==> src/rtl/tsr_pkg.sv <==
// Shared constants and types for the temperature sensor register bank
package tsr_pkg;

    // --------------------------------------------------------------
    // Register select codes
    // --------------------------------------------------------------
    localparam logic [2:0] SEL_TEMP = 3'h0;
    localparam logic [2:0] SEL_CONF = 3'h1;
    localparam logic [2:0] SEL_LOW = 3'h2;
    localparam logic [2:0] SEL_HIGH = 3'h3;
    localparam logic [2:0] SEL_PERIOD = 3'h4;

    // --------------------------------------------------------------
    // Values after reset
    // --------------------------------------------------------------
    localparam logic [7:0] SELECT_RESET = 8'h00;
    localparam logic [7:0] CONF_RESET = 8'h00;
    localparam logic [7:0] PERIOD_RESET = 8'h00;
    localparam logic [15:0] TEMP_RESET = 16'h0000;
    localparam logic [15:0] LOW_RESET = 16'h4b00;
    localparam logic [15:0] HIGH_RESET = 16'h5000;

    // --------------------------------------------------------------
    // Field positions
    // --------------------------------------------------------------
    localparam int TEMP_LSB = 5;
    localparam int LIMIT_LSB = 7;
    localparam int PERIOD_MSB = 4;

    // --------------------------------------------------------------
    // Timing
    // --------------------------------------------------------------
    localparam int PERIOD_UNIT_MS = 100;
    localparam int CLK_KHZ = 125000;
    localparam int PERIOD_UNIT_CYCLES = PERIOD_UNIT_MS * CLK_KHZ;

    // --------------------------------------------------------------
    // Types
    // --------------------------------------------------------------
    typedef struct packed {
        logic [2:0] spare;
        logic [1:0] fault_count_select;
        logic alert_polarity;
        logic alert_mode_select;
        logic power_down;
    } tsr_conf_t;

    typedef struct packed {
        logic [8:0] high;
        logic [8:0] low;
    } tsr_limits_t;

endpackage : tsr_pkg

==> src/rtl/tsr_sync.sv <==
// Two-flop synchroniser for pins arriving from outside the clock domain
`timescale 1ns/10ps
module tsr_sync #(
    parameter int WIDTH = 2
) (
    input wire logic clk,
    input wire logic reset,
    input wire logic [WIDTH-1:0] async_in,
    output logic [WIDTH-1:0] sync_out
);
    logic [WIDTH-1:0] meta_r;

    // Bus lines idle high, so both stages reset to one
    always_ff @(posedge clk)
    begin
        if (reset)
        begin
            meta_r <= '1;
            sync_out <= '1;
        end
        else
        begin
            meta_r <= async_in;
            sync_out <= meta_r;
        end
    end
endmodule : tsr_sync

==> src/rtl/tsr_alert.sv <==
// Limit comparison, fault counting and alert pin drive
`timescale 1ns/10ps
module tsr_alert (
    input wire logic clk,
    input wire logic reset,
    input wire tsr_pkg::tsr_conf_t conf,
    input wire tsr_pkg::tsr_limits_t limits,
    input wire logic result_valid,
    input wire logic [8:0] temp9,
    input wire logic reg_read,
    output logic alert_output_out,
    output logic alert_output_oe
);
    logic active_r;
    logic armed_low_r;
    logic [2:0] fault_cnt_r;
    logic over;
    logic under;
    logic trip;

    function automatic logic [2:0] fault_target(input logic [1:0] code);
        case (code)
            2'b00: fault_target = 3'h1;
            2'b01: fault_target = 3'h2;
            2'b10: fault_target = 3'h4;
            default: fault_target = 3'h6;
        endcase
    endfunction : fault_target

    assign over = $signed(temp9) > $signed(limits.high);
    assign under = $signed(temp9) < $signed(limits.low);
    // Comparator trips on the edge opposite its state; interrupt follows the arm
    assign trip = conf.alert_mode_select ? (armed_low_r ? under : over)
                                         : (active_r ? under : over);

    // --------------------------------------------------------------
    // Alert state
    // --------------------------------------------------------------
    always_ff @(posedge clk)
    begin
        if (reset)
        begin
            active_r <= 1'b0;
            armed_low_r <= 1'b0;
            fault_cnt_r <= 3'h0;
        end
        else
        begin
            // Read clears and power-down clears only in interrupt mode
            if (conf.alert_mode_select && (reg_read || conf.power_down))
            begin
                active_r <= 1'b0;
            end
            // A trip in the clearing cycle still wins
            if (result_valid)
            begin
                if (trip)
                begin
                    if (fault_cnt_r + 3'h1 >= fault_target(conf.fault_count_select))
                    begin
                        fault_cnt_r <= 3'h0;
                        if (conf.alert_mode_select)
                        begin
                            active_r <= 1'b1;
                            armed_low_r <= ~armed_low_r;
                        end
                        else
                        begin
                            active_r <= ~active_r;
                        end
                    end
                    else
                    begin
                        fault_cnt_r <= fault_cnt_r + 3'h1;
                    end
                end
                else
                begin
                    fault_cnt_r <= 3'h0;
                end
            end
        end
    end

    // --------------------------------------------------------------
    // Open-drain pin: enable pulls the line low
    // --------------------------------------------------------------
    always_ff @(posedge clk)
    begin
        if (reset)
        begin
            alert_output_out <= 1'b0;
            alert_output_oe <= 1'b0;
        end
        else
        begin
            alert_output_out <= 1'b0;
            alert_output_oe <= conf.alert_polarity ? ~active_r : active_r;
        end
    end
endmodule : tsr_alert

==> src/rtl/tsr_top.sv <==
// Two-wire target with register bank and conversion scheduling
`timescale 1ns/10ps
//
// Behaviour
// - Select byte is eight bits, low three choose register, top five always zero.
// - Codes 0..4 pick result, configuration, low limit, high limit, sample period.
// - Select value is kept; later reads without it use the latest one.
// - Each write starts with the select byte, first byte after the address.
// - Select resets to zero, so the result reads without a select byte.
// - Configuration is eight-bit read/write, reset zero.
// - Configuration bits 7..5 are storage only, no effect.
// - Bits 4..3 pick consecutive fault count one, two, four or six.
// - Bit 2 sets alert level, one high, zero low.
// - Bit 1 picks comparator (0) or latched interrupt (1) alert behaviour.
// - Bit 0 set means power-down, no conversions.
// - Result register is read-only and loads at each conversion end.
// - Result is 11-bit two's complement, left-justified, 0.125 degree steps.
// - Result reads as two bytes, high first, low five bits zero.
// - A read stopping after the first result byte is accepted.
// - Upper nine result bits form the half-degree value used for comparison.
// - Result reads zero until the first conversion completes.
// - Low limit is sixteen-bit read/write, reset 4b00h.
// - Limits keep nine upper bits; the lower seven read zero.
// - Sample period is eight-bit read/write giving 100 ms by default.
// - Conversion starts every period field times 100 ms; zero acts as one.
module tsr_top #(
    parameter logic [6:0] TARGET_ADDR = 7'h48,
    parameter int PERIOD_UNIT_CYCLES = tsr_pkg::PERIOD_UNIT_CYCLES
) (
    input wire logic clk,
    input wire logic reset,
    input wire logic scl_in,
    input wire logic sda_in,
    output logic sda_out,
    output logic sda_oe,
    input wire logic [10:0] conv_result,
    input wire logic conv_done,
    output logic conv_start,
    output logic alert_output_out,
    output logic alert_output_oe
);
    typedef enum {
        ST_IDLE,
        ST_ADDR,
        ST_ADDR_ACK,
        ST_WR_BYTE,
        ST_WR_ACK,
        ST_RD_BYTE,
        ST_RD_ACK
    } tsr_state_t;

    tsr_state_t state_r;
    logic [1:0] pins_s;
    logic scl_s;
    logic sda_s;
    logic scl_d_r;
    logic sda_d_r;
    logic scl_rise;
    logic scl_fall;
    logic bus_start;
    logic bus_stop;
    logic [3:0] bit_cnt_r;
    logic [7:0] shift_r;
    logic [1:0] byte_idx_r;
    logic rnw_r;
    logic rd_lsb_r;
    logic reg_read_r;
    logic wr_done;
    logic [7:0] select_r;
    tsr_pkg::tsr_conf_t conf_r;
    logic [7:0] period_r;
    logic [15:0] temp_r;
    tsr_pkg::tsr_limits_t limits_r;
    logic [7:0] stage_r;
    logic result_valid_r;
    logic [23:0] unit_cnt_r;
    logic [4:0] slot_cnt_r;
    logic [4:0] period_eff;
    logic kick_r;
    logic [7:0] rd_next;

    function automatic logic [7:0] read_byte(
        input logic [2:0] sel,
        input logic lsb,
        input logic [15:0] temp,
        input tsr_pkg::tsr_conf_t conf,
        input tsr_pkg::tsr_limits_t lim,
        input logic [7:0] period
    );
        logic [15:0] word;
        word = 16'h0000;
        case (sel)
            tsr_pkg::SEL_TEMP: word = temp;
            tsr_pkg::SEL_CONF: word = {conf, conf};
            tsr_pkg::SEL_LOW: word = {lim.low, 7'h00};
            tsr_pkg::SEL_HIGH: word = {lim.high, 7'h00};
            tsr_pkg::SEL_PERIOD: word = {period, period};
            default: word = 16'h0000;
        endcase
        read_byte = lsb ? word[7:0] : word[15:8];
    endfunction : read_byte

    assign rd_next = read_byte(select_r[2:0], rd_lsb_r, temp_r, conf_r, limits_r,
                               period_r);

    // --------------------------------------------------------------
    // Pin sampling and bus conditions
    // --------------------------------------------------------------
    tsr_sync #(
        .WIDTH(2)
    ) u_sync (
        .clk(clk),
        .reset(reset),
        .async_in({scl_in, sda_in}),
        .sync_out(pins_s)
    );

    assign scl_s = pins_s[1];
    assign sda_s = pins_s[0];

    always_ff @(posedge clk)
    begin
        if (reset)
        begin
            scl_d_r <= 1'b1;
            sda_d_r <= 1'b1;
        end
        else
        begin
            scl_d_r <= scl_s;
            sda_d_r <= sda_s;
        end
    end

    assign scl_rise = scl_s & ~scl_d_r;
    assign scl_fall = ~scl_s & scl_d_r;
    assign bus_start = scl_s & scl_d_r & sda_d_r & ~sda_s;
    assign bus_stop = scl_s & scl_d_r & ~sda_d_r & sda_s;
    assign wr_done = (state_r == ST_WR_BYTE) && scl_fall && (bit_cnt_r == 4'h8);

    // --------------------------------------------------------------
    // Bus protocol engine
    // --------------------------------------------------------------
    always_ff @(posedge clk)
    begin
        if (reset)
        begin
            state_r <= ST_IDLE;
            bit_cnt_r <= 4'h0;
            shift_r <= 8'h00;
            byte_idx_r <= 2'h0;
            rnw_r <= 1'b0;
            rd_lsb_r <= 1'b0;
            reg_read_r <= 1'b0;
            sda_out <= 1'b0;
            sda_oe <= 1'b0;
        end
        else
        begin
            reg_read_r <= 1'b0;
            sda_out <= 1'b0;
            if (bus_start)
            begin
                state_r <= ST_ADDR;
                bit_cnt_r <= 4'h0;
                byte_idx_r <= 2'h0;
                sda_oe <= 1'b0;
            end
            else if (bus_stop)
            begin
                state_r <= ST_IDLE;
                sda_oe <= 1'b0;
            end
            else
            begin
                case (state_r)
                    ST_ADDR, ST_WR_BYTE:
                    begin
                        if (scl_rise)
                        begin
                            shift_r <= {shift_r[6:0], sda_s};
                            bit_cnt_r <= bit_cnt_r + 4'h1;
                        end
                        else if (scl_fall && bit_cnt_r == 4'h8)
                        begin
                            bit_cnt_r <= 4'h0;
                            if (state_r == ST_WR_BYTE)
                            begin
                                // Every data byte is acknowledged, result writes too
                                sda_oe <= 1'b1;
                                state_r <= ST_WR_ACK;
                                if (byte_idx_r != 2'h3)
                                begin
                                    byte_idx_r <= byte_idx_r + 2'h1;
                                end
                            end
                            else if (shift_r[7:1] == TARGET_ADDR)
                            begin
                                sda_oe <= 1'b1;
                                rnw_r <= shift_r[0];
                                state_r <= ST_ADDR_ACK;
                            end
                            else
                            begin
                                state_r <= ST_IDLE;
                            end
                        end
                    end
                    ST_WR_ACK:
                    begin
                        if (scl_fall)
                        begin
                            sda_oe <= 1'b0;
                            state_r <= ST_WR_BYTE;
                        end
                    end
                    ST_ADDR_ACK, ST_RD_ACK:
                    begin
                        if (state_r == ST_RD_ACK && scl_rise && sda_s)
                        begin
                            // Controller ended the read, possibly after one byte
                            state_r <= ST_IDLE;
                        end
                        else if (scl_fall)
                        begin
                            if (state_r == ST_ADDR_ACK && !rnw_r)
                            begin
                                sda_oe <= 1'b0;
                                state_r <= ST_WR_BYTE;
                            end
                            else
                            begin
                                // Reads use the select latched earlier
                                shift_r <= rd_next;
                                sda_oe <= ~rd_next[7];
                                rd_lsb_r <= ~rd_lsb_r;
                                bit_cnt_r <= 4'h0;
                                state_r <= ST_RD_BYTE;
                            end
                        end
                        if (state_r == ST_ADDR_ACK && scl_fall && rnw_r)
                        begin
                            reg_read_r <= 1'b1;
                        end
                        if (state_r == ST_ADDR_ACK)
                        begin
                            // Each read starts with the most significant byte
                            rd_lsb_r <= scl_fall ? 1'b1 : 1'b0;
                        end
                    end
                    ST_RD_BYTE:
                    begin
                        if (scl_rise)
                        begin
                            bit_cnt_r <= bit_cnt_r + 4'h1;
                        end
                        else if (scl_fall)
                        begin
                            if (bit_cnt_r == 4'h8)
                            begin
                                sda_oe <= 1'b0;
                                state_r <= ST_RD_ACK;
                            end
                            else
                            begin
                                shift_r <= {shift_r[6:0], 1'b0};
                                sda_oe <= ~shift_r[6];
                            end
                        end
                    end
                    default:
                    begin
                        sda_oe <= 1'b0;
                    end
                endcase
            end
        end
    end

    // --------------------------------------------------------------
    // Register writes
    // --------------------------------------------------------------
    always_ff @(posedge clk)
    begin
        if (reset)
        begin
            select_r <= tsr_pkg::SELECT_RESET;
            conf_r <= tsr_pkg::CONF_RESET;
            period_r <= tsr_pkg::PERIOD_RESET;
            limits_r.high <= tsr_pkg::HIGH_RESET[15:tsr_pkg::LIMIT_LSB];
            limits_r.low <= tsr_pkg::LOW_RESET[15:tsr_pkg::LIMIT_LSB];
            stage_r <= 8'h00;
        end
        else if (wr_done)
        begin
            case (byte_idx_r)
                2'h0:
                begin
                    select_r <= {5'h00, shift_r[2:0]};
                end
                2'h1:
                begin
                    case (select_r[2:0])
                        tsr_pkg::SEL_CONF: conf_r <= shift_r;
                        tsr_pkg::SEL_PERIOD: period_r <= shift_r;
                        tsr_pkg::SEL_LOW, tsr_pkg::SEL_HIGH: stage_r <= shift_r;
                        default: stage_r <= stage_r;
                    endcase
                end
                2'h2:
                begin
                    // Limit changes take effect only once the low byte lands
                    if (select_r[2:0] == tsr_pkg::SEL_LOW)
                    begin
                        limits_r.low <= {stage_r, shift_r[7]};
                    end
                    else if (select_r[2:0] == tsr_pkg::SEL_HIGH)
                    begin
                        limits_r.high <= {stage_r, shift_r[7]};
                    end
                end
                default:
                begin
                    stage_r <= stage_r;
                end
            endcase
        end
    end

    // --------------------------------------------------------------
    // Result register
    // --------------------------------------------------------------
    always_ff @(posedge clk)
    begin
        if (reset)
        begin
            temp_r <= tsr_pkg::TEMP_RESET;
            result_valid_r <= 1'b0;
        end
        else
        begin
            result_valid_r <= conv_done;
            if (conv_done)
            begin
                temp_r <= {conv_result, 5'h00};
            end
        end
    end

    // --------------------------------------------------------------
    // Conversion scheduling
    // --------------------------------------------------------------
    assign period_eff = (period_r[tsr_pkg::PERIOD_MSB:0] == 5'h00) ? 5'h01
                                                                   : period_r[4:0];

    // A conversion starts at once after reset and on leaving power-down
    always_ff @(posedge clk)
    begin
        if (reset)
        begin
            unit_cnt_r <= 24'h000000;
            slot_cnt_r <= 5'h00;
            kick_r <= 1'b1;
            conv_start <= 1'b0;
        end
        else
        begin
            conv_start <= 1'b0;
            if (conf_r.power_down)
            begin
                unit_cnt_r <= 24'h000000;
                slot_cnt_r <= 5'h00;
                kick_r <= 1'b1;
            end
            else if (kick_r)
            begin
                kick_r <= 1'b0;
                conv_start <= 1'b1;
            end
            else if (unit_cnt_r == 24'(PERIOD_UNIT_CYCLES - 1))
            begin
                unit_cnt_r <= 24'h000000;
                if (slot_cnt_r + 5'h01 >= period_eff)
                begin
                    slot_cnt_r <= 5'h00;
                    conv_start <= 1'b1;
                end
                else
                begin
                    slot_cnt_r <= slot_cnt_r + 5'h01;
                end
            end
            else
            begin
                unit_cnt_r <= unit_cnt_r + 24'h000001;
            end
        end
    end

    // --------------------------------------------------------------
    // Alert logic on the half-degree value
    // --------------------------------------------------------------
    tsr_alert u_alert (
        .clk(clk),
        .reset(reset),
        .conf(conf_r),
        .limits(limits_r),
        .result_valid(result_valid_r),
        .temp9(temp_r[15:tsr_pkg::LIMIT_LSB]),
        .reg_read(reg_read_r),
        .alert_output_out(alert_output_out),
        .alert_output_oe(alert_output_oe)
    );
endmodule : tsr_top

==> config.mk <==
export PLATFORM = sky130hd
export DESIGN_NAME = tsr_top
export DESIGN_NICKNAME = d
export VERILOG_FILES = /design/src/rtl/tsr_pkg.sv /design/src/rtl/tsr_sync.sv /design/src/rtl/tsr_alert.sv /design/src/rtl/tsr_top.sv
export SDC_FILE = /design/constraint.sdc
export NUM_CORES = 1
export LEC_CHECK = 0
export BUFFER_PORTS_ARGS = -buffer_cell sky130_fd_sc_hd__buf_2
export CAP_MARGIN = 40
export CORE_MARGIN = 8
export CORE_UTILIZATION = 55
export CTS_BUF_LIST = sky130_fd_sc_hd__clkbuf_16
export CTS_CLUSTER_DIAMETER = 50
export DETAILED_ROUTE_END_ITERATION = 16
export PLACE_DENSITY = 0.82
export SETUP_SLACK_MARGIN = 0.1
export SLEW_MARGIN = 20
export SYNTH_ARGS = -nofsm -noshare
export SYNTH_HDL_FRONTEND = slang
export SYNTH_SLANG_ARGS = --single-unit
==> constraint.sdc <==
create_clock -name clk -period 2.7 [get_ports clk]
set_clock_uncertainty 0.05 [all_clocks]
set_input_delay 0.405 -clock clk [delete_from_list [all_inputs] [get_ports clk]]
set_output_delay 0.405 -clock clk [all_outputs]
set_load 0.01 [all_outputs]
## After elaboration in Yosys (flattened, before gate mapping)

Cells that the tools add are included.

- Flip-flop bits (word level): 150
- Output and inout port bits: 5
- Logic and storage cells: 223

- $add $sub $neg: 5
- $lt $le $gt $ge: 4
- Equal/unequal tests: 45
- Multiplexer cells: 71
- Bitwise logic cells: 23
- Reduce and logical (&&, ||, !) cells: 42

Operators by type and width:

| cell | count |
|---|---|
| 2-to-1 mux 32 bit | 8 |
| equality test 32 x 3 -> 1 bit (second input constant) | 5 |
| case mux 32 bit (4 select lines) | 1 |
| case mux 16 bit (5 select lines) | 1 |
| equality test 32 x 2 -> 1 bit (second input constant) | 2 |
| 2-to-1 mux 8 bit | 8 |
| equality test 32 x 1 -> 1 bit (second input constant) | 1 |
| equality test 32 x 4 -> 1 bit (second input constant) | 1 |
| 2-to-1 mux 1 bit | 32 |
| != test 2 bit (second input constant) | 14 |
| adder 24 x 1 -> 24 bit (second input constant) | 1 |
| equality test 24 bit (second input constant) | 1 |
| 2-to-1 mux 24 bit | 1 |
| 2-to-1 mux 4 bit | 6 |
| != test 4 bit (second input constant) | 6 |
| case mux 8 bit (3 select lines) | 1 |
| AND reduction 8 bit | 3 |
| 2-to-1 mux 3 bit | 7 |
| NOT 1 bit | 16 |
| AND reduction 7 bit | 2 |
| case mux 4 bit (3 select lines) | 1 |
| AND reduction 3 bit | 4 |
| AND reduction 6 bit | 2 |
| 2-to-1 mux 5 bit | 2 |
| 38 further kinds | 64 |

## Logic depth before layout (Yosys ltp)

- Depth after elaboration: 10
- Gate-level depth with buffers: 10
- Mapped depth without buffers: 9

## Cells and area by module

From an unflattened synthesis, not the netlist that was laid out.

- Cells, all modules: 731
- Area total of the unflattened synthesis: 6317.3 µm²

Modules (own cells, without submodules):

| module | instances | cells an instance | area each (µm²) |
|---|---|---|---|
| tsr_top | 1 | 616 | 5363.9 |
| tsr_alert | 1 | 107 | 848.3 |
| tsr_sync | 1 | 8 | 105.1 |

## Worst setup path after synthesis

Ideal clock, no wire load.

- Path type: register -> register
- From: register limits_r[1] (netlist name)
- To: register u_alert.active_r
- Arrival time: 1.916 ns
- Path slack: 0.643 ns
- Stages on the path, launching flop included: 9
- Path buffers: 0
- Cell sequence: dfxtp_1 inv_1 ha_1 o21ai_0 o21ai_0 a211oi_1 mux2_2 o31a_1 a311oi_1

- Cells in the longest elaborated chain, start to end: 5
- Elaborated cells on any way between the ends: 6
- Classes of those cells: order compare (1); mux (5)

Ends and longest elaborated chain:

| item | line | source |
|---|---|---|
| start: declaration | tsr_top.sv:73 | `tsr_pkg::tsr_limits_t limits_r;` |
| less-than comparator 9 bit (*) | tsr_alert.sv:31 | `assign under = $signed(temp9) < $signed(limits.low);` |
| 2-to-1 mux 1 bit (on tied branches) | tsr_alert.sv:34, tsr_alert.sv:33 |  |
| 2-to-1 mux 1 bit (*) | tsr_alert.sv:33 | `assign trip = conf.alert_mode_select ? (armed_low_r ? under : over)` |
| 2-to-1 mux 1 bit (*) | tsr_alert.sv:57 | `if (trip)` |
| 2-to-1 mux 1 bit (*) | tsr_alert.sv:55 | `if (result_valid)` |
| end signal: assignment | tsr_alert.sv:69 | `active_r <= ~active_r;` |
| end: declaration | tsr_alert.sv:14 | `logic active_r;` |

Mark *: on every way between the ends. The rest lies on a longest branch, timed or not.
A chain may end at the register's enable or synchronous reset.

## Worst setup path in the final report

- From: register bit_cnt_r[0]
- To: register conf_r[7] (netlist name)

- Cells in the longest elaborated chain, start to end: 3

Ends and longest elaborated chain:

| item | line | source |
|---|---|---|
| start: declaration | tsr_top.sv:62 | `logic [3:0] bit_cnt_r;` |
| start signal: assignment | tsr_top.sv:182 | `bit_cnt_r <= bit_cnt_r + 4'h1;` |
| start signal: assignment | tsr_top.sv:255 | `bit_cnt_r <= bit_cnt_r + 4'h1;` |
| equality test 4 bit | tsr_top.sv:139 | `assign wr_done = (state_r == ST_WR_BYTE) && scl_fall && (bit_cnt_r == 4'h8);` |
| logical AND 1 bit | tsr_top.sv:139 |  |
| AND reduction 3 bit (no line) | n/a |  |
| end signal: assignment | tsr_top.sv:288 | `conf_r <= tsr_pkg::CONF_RESET;` |
| end signal: assignment | tsr_top.sv:304 | `tsr_pkg::SEL_CONF: conf_r <= shift_r;` |
| end: declaration | tsr_top.sv:70 | `tsr_pkg::tsr_conf_t conf_r;` |

No other way between the ends.

==> results.py <==
metrics = {
    "status": {
        "status": "finished, final reports clean",
    },
    "detailed_routing": {
        "vias": 5075,
        "drt_wl_total_um": 14000,
        "wl_per_cell_um": 16.0,
        "detail_route.vias_per_cell": 5.82,
        "first_pass_iters": 6,
        "drtIter0Drc": 453,
        "drc": 0,
        "ant_nets": 0,
    },
    "synth": {
        "synth.top_cell.area_share_pct": 39.3,
        "synth_area_leaders": "dfxtp_1, mux2i_1, nor2_1",
        "ys_warn_count": 0,
        "synth_seq_cells": 121,
        "netlist_instances": 700,
        "synth_edf_count": 0,
        "async_flop_share_pct": 0,
        "yosys.area.top_type": "dfxtp_1",
        "synth_ff_type": "dfxtp_1",
        "ys_seq_area_share_pct": 39.3,
        "synth_area_um2": 6170,
        "synth_cell_types": 71,
        "syn_area_per_cell_um2": 8.82,
    },
    "layout": {
        "layout_common_cells": "dfxtp_1, nor2_1, mux2i_1",
        "fillers": 859,
        "final_net_count": 769,
        "diodes": 0,
        "final_common_cell": "dfxtp_1",
        "drive_gt1_share_pct": 10.4,
        "areaGrowthSynthToFinish_pct": 12.8,
    },
    "timing": {
        "final-hold-violation-count": 0,
        "setup_tns_ns": 0,
        "worst_pin_slew_ns": 0.606,
        "worst_slack_ns": 0.362,
        "timing.fmax_mhz": 428,
        "holdWs_ns": 0.120,
        "layout_min_cycle_time_ns": 2.34,
        "period_share_pct": 86.6,
        "rsz0062_at_grt": "false",
        "relSlewSlack_pct": 59.3,
        "setup_viol": 0,
        "report.final.slew_viol_count": 0,
    },
    "cts": {
        "htreeDepth": 4,
        "cts_hold_buf": 0,
        "cts_resized": 0,
        "post-cts-setup-buffers": 0,
        "clk_latency_ns": 0.42,
        "cts.reportedPaths.clkPinSlew_ns": 0.05,
        "clock_sinks": 121,
        "cts_tree": "built",
        "root_buffer": "clkbuf_16",
        "cts_inserted_buffers": 17,
        "ctsLongestPathBuffers": 2,
    },
    "setup_path": {
        "critPathLaunch": "bit_cnt_r[0]",
        "start_kind": "flip-flop",
        "arrival_ns": 2.57,
        "cpLargestDelayFamily": "simple AND/OR/NAND/NOR gates",
        "path_buf_inv": 1,
        "path_cells": "inv_1 -> ha_1 -> and3b_1 -> and4_1 -> and2_0 -> nand2_2 -> mux2i_1 -> nor2_1",
        "cp_data_required_time_ns": 2.93,
        "crit_path_max_incr_delay_ns": 0.40,
        "r2r_start": "bit_cnt_r[0]",
        "worst_setup_path_end_kind": "flip-flop",
        "crit_fanout": 9,
        "slowest_stage": "and4_1",
        "worstSetupPathType": "reg2reg",
    },
    "floorplanning": {
        "coreArea_um2": 10900,
        "die_w_um": 122,
        "initial_utilization_pct": 56.7,
        "die_h_um": 122,
        "core.rowCount": 38,
        "dieArea_um2": 14900,
        "ios": 21,
    },
    "power": {
        "cellPowerDensity_nw_per_um2": 618,
        "power.total_uw": 4300,
        "ir_drop_mv": 0.391,
        "p_leak_uw": 0.00301,
    },
    "min_path": {
        "hold_path.class": "in2reg",
        "hp-start": "sda_in",
    },
    "grt": {
        "grt_pass1_vias": 4999,
        "grt.total_usage_pct": 19.7,
        "grt_max_degree": 40,
        "grt-ovfl-total": 0,
        "grt_pass1_wl_um": 23500,
        "antenna_found_initial": 0,
    },
    "placement": {
        "gp_congestion": 0.899,
        "dp_slack_ns": 0.403,
        "port-buffer-count": 18,
        "dp_hpwl_um": 10000,
    },
    "run": {
        "drv_cap": 0,
    },
}
==> per-layer routing <==
metal  vias up  GRT usage, %  share of wire, %
met4         0          9.64               2.9
met2       159          32.9                48
met5         -             0                 0
met1      2406          23.3                44
met3        36          4.86               5.5
li1       2474             -                 -
==> synth_stat cells, types with 4 or more instances <==
cell type / instances
a211oi_1: 5
a21o_1: 4
a21oi_1: 25
a221oi_1: 6
and2_1: 5
buf_1: 4
buf_2: 5
buf_4: 6
clkbuf_1: 14
dfxtp_1: 121
ha_1: 34
inv_1: 39
mux2i_1: 70
nand2_1: 40
nand2b_1: 7
nand3_1: 29
nand4_1: 10
nor2_1: 117
nor2b_1: 10
nor3_1: 11
nor4_1: 4
o2111ai_1: 5
o211ai_1: 7
o21ai_0: 20
o22ai_1: 4
or2_2: 8
xnor2_1: 12
xor2_1: 20
==> state kept, by name, summed over array words and instances (netlist names), 2 cells and up <==
| signal | count |
|---|---|
| shift_r | 8 |
| u_alert.fault_cnt_r | 3 |
| limits_r | 18 |
| period_r | 8 |
| temp_r | 11 |
| slot_cnt_r | 5 |
| stage_r | 8 |
| u_sync.meta_r | 2 |
| unit_cnt_r | 24 |
| state_r | 3 |
| select_r | 3 |
| bit_cnt_r | 4 |
| byte_idx_r | 2 |
| conf_r | 8 |
| u_sync.sync_out | 2 |
==> through the flow <==
step / instances / util [%] / area, µm²
2_1_floorplan: 701 / - / 6170
3_3_place_gp: 839 / 58.4 / 6360
3_5_place_dp: 840 / 58.5 / 6370
4_1_cts: 872 / 63.9 / 6960
5_1_grt: 872 / 63.9 / 6960
6_report: 872 / 63.9 / 6960
==> power by group <==
part,switching [µW],internal [µW],leakage (µW)
combinational,116,80.5,0.00173
sequential,28.3,1810,0.000980
clock,759,1510,0.000302
total,903,3400,0.00301
==> kinds of logic (layout without fill, tap and decap cells) <==
group	count (synthesis)	in the layout	share of synthesized area [%]
AND/OR/NAND/NOR	269	269	21.2
XOR/XNOR	32	32	4.54
adder cells (fa/ha/maj)	34	34	6.89
buffers and inverters	71	102	5.03
flip-flops	121	121	39.3
multiplexers	72	72	11.9
AO/OA/AOI/OAI	100	100	11.2
other	1	2	0.0608
==> path summary, 6_finish.rpt <==
path	end	slack, ns	cells past startpoint
setup / recovery	conf_r[7]	0.36	8
hold / removal	u_sync.meta_r[0]	0.12	2
setup reg to reg	conf_r[7]	0.36	8
hold reg to reg	u_sync.sync_out[0]	0.36	1
==> area by class of cell <==
type | instances | area [µm²] | share of cell area [%]
clock buffers | 17 | 425 | 6.11
flip-flops and latches | 121 | 2420 | 34.8
repair buffers | 30 | 178 | 2.55
inverters | 40 | 150 | 2.16
clock inverters | 15 | 168 | 2.41
multi-input cells | 509 | 3440 | 49.5
well taps | 140 | 175 | 2.52
(Power assumes the default switching activity.)
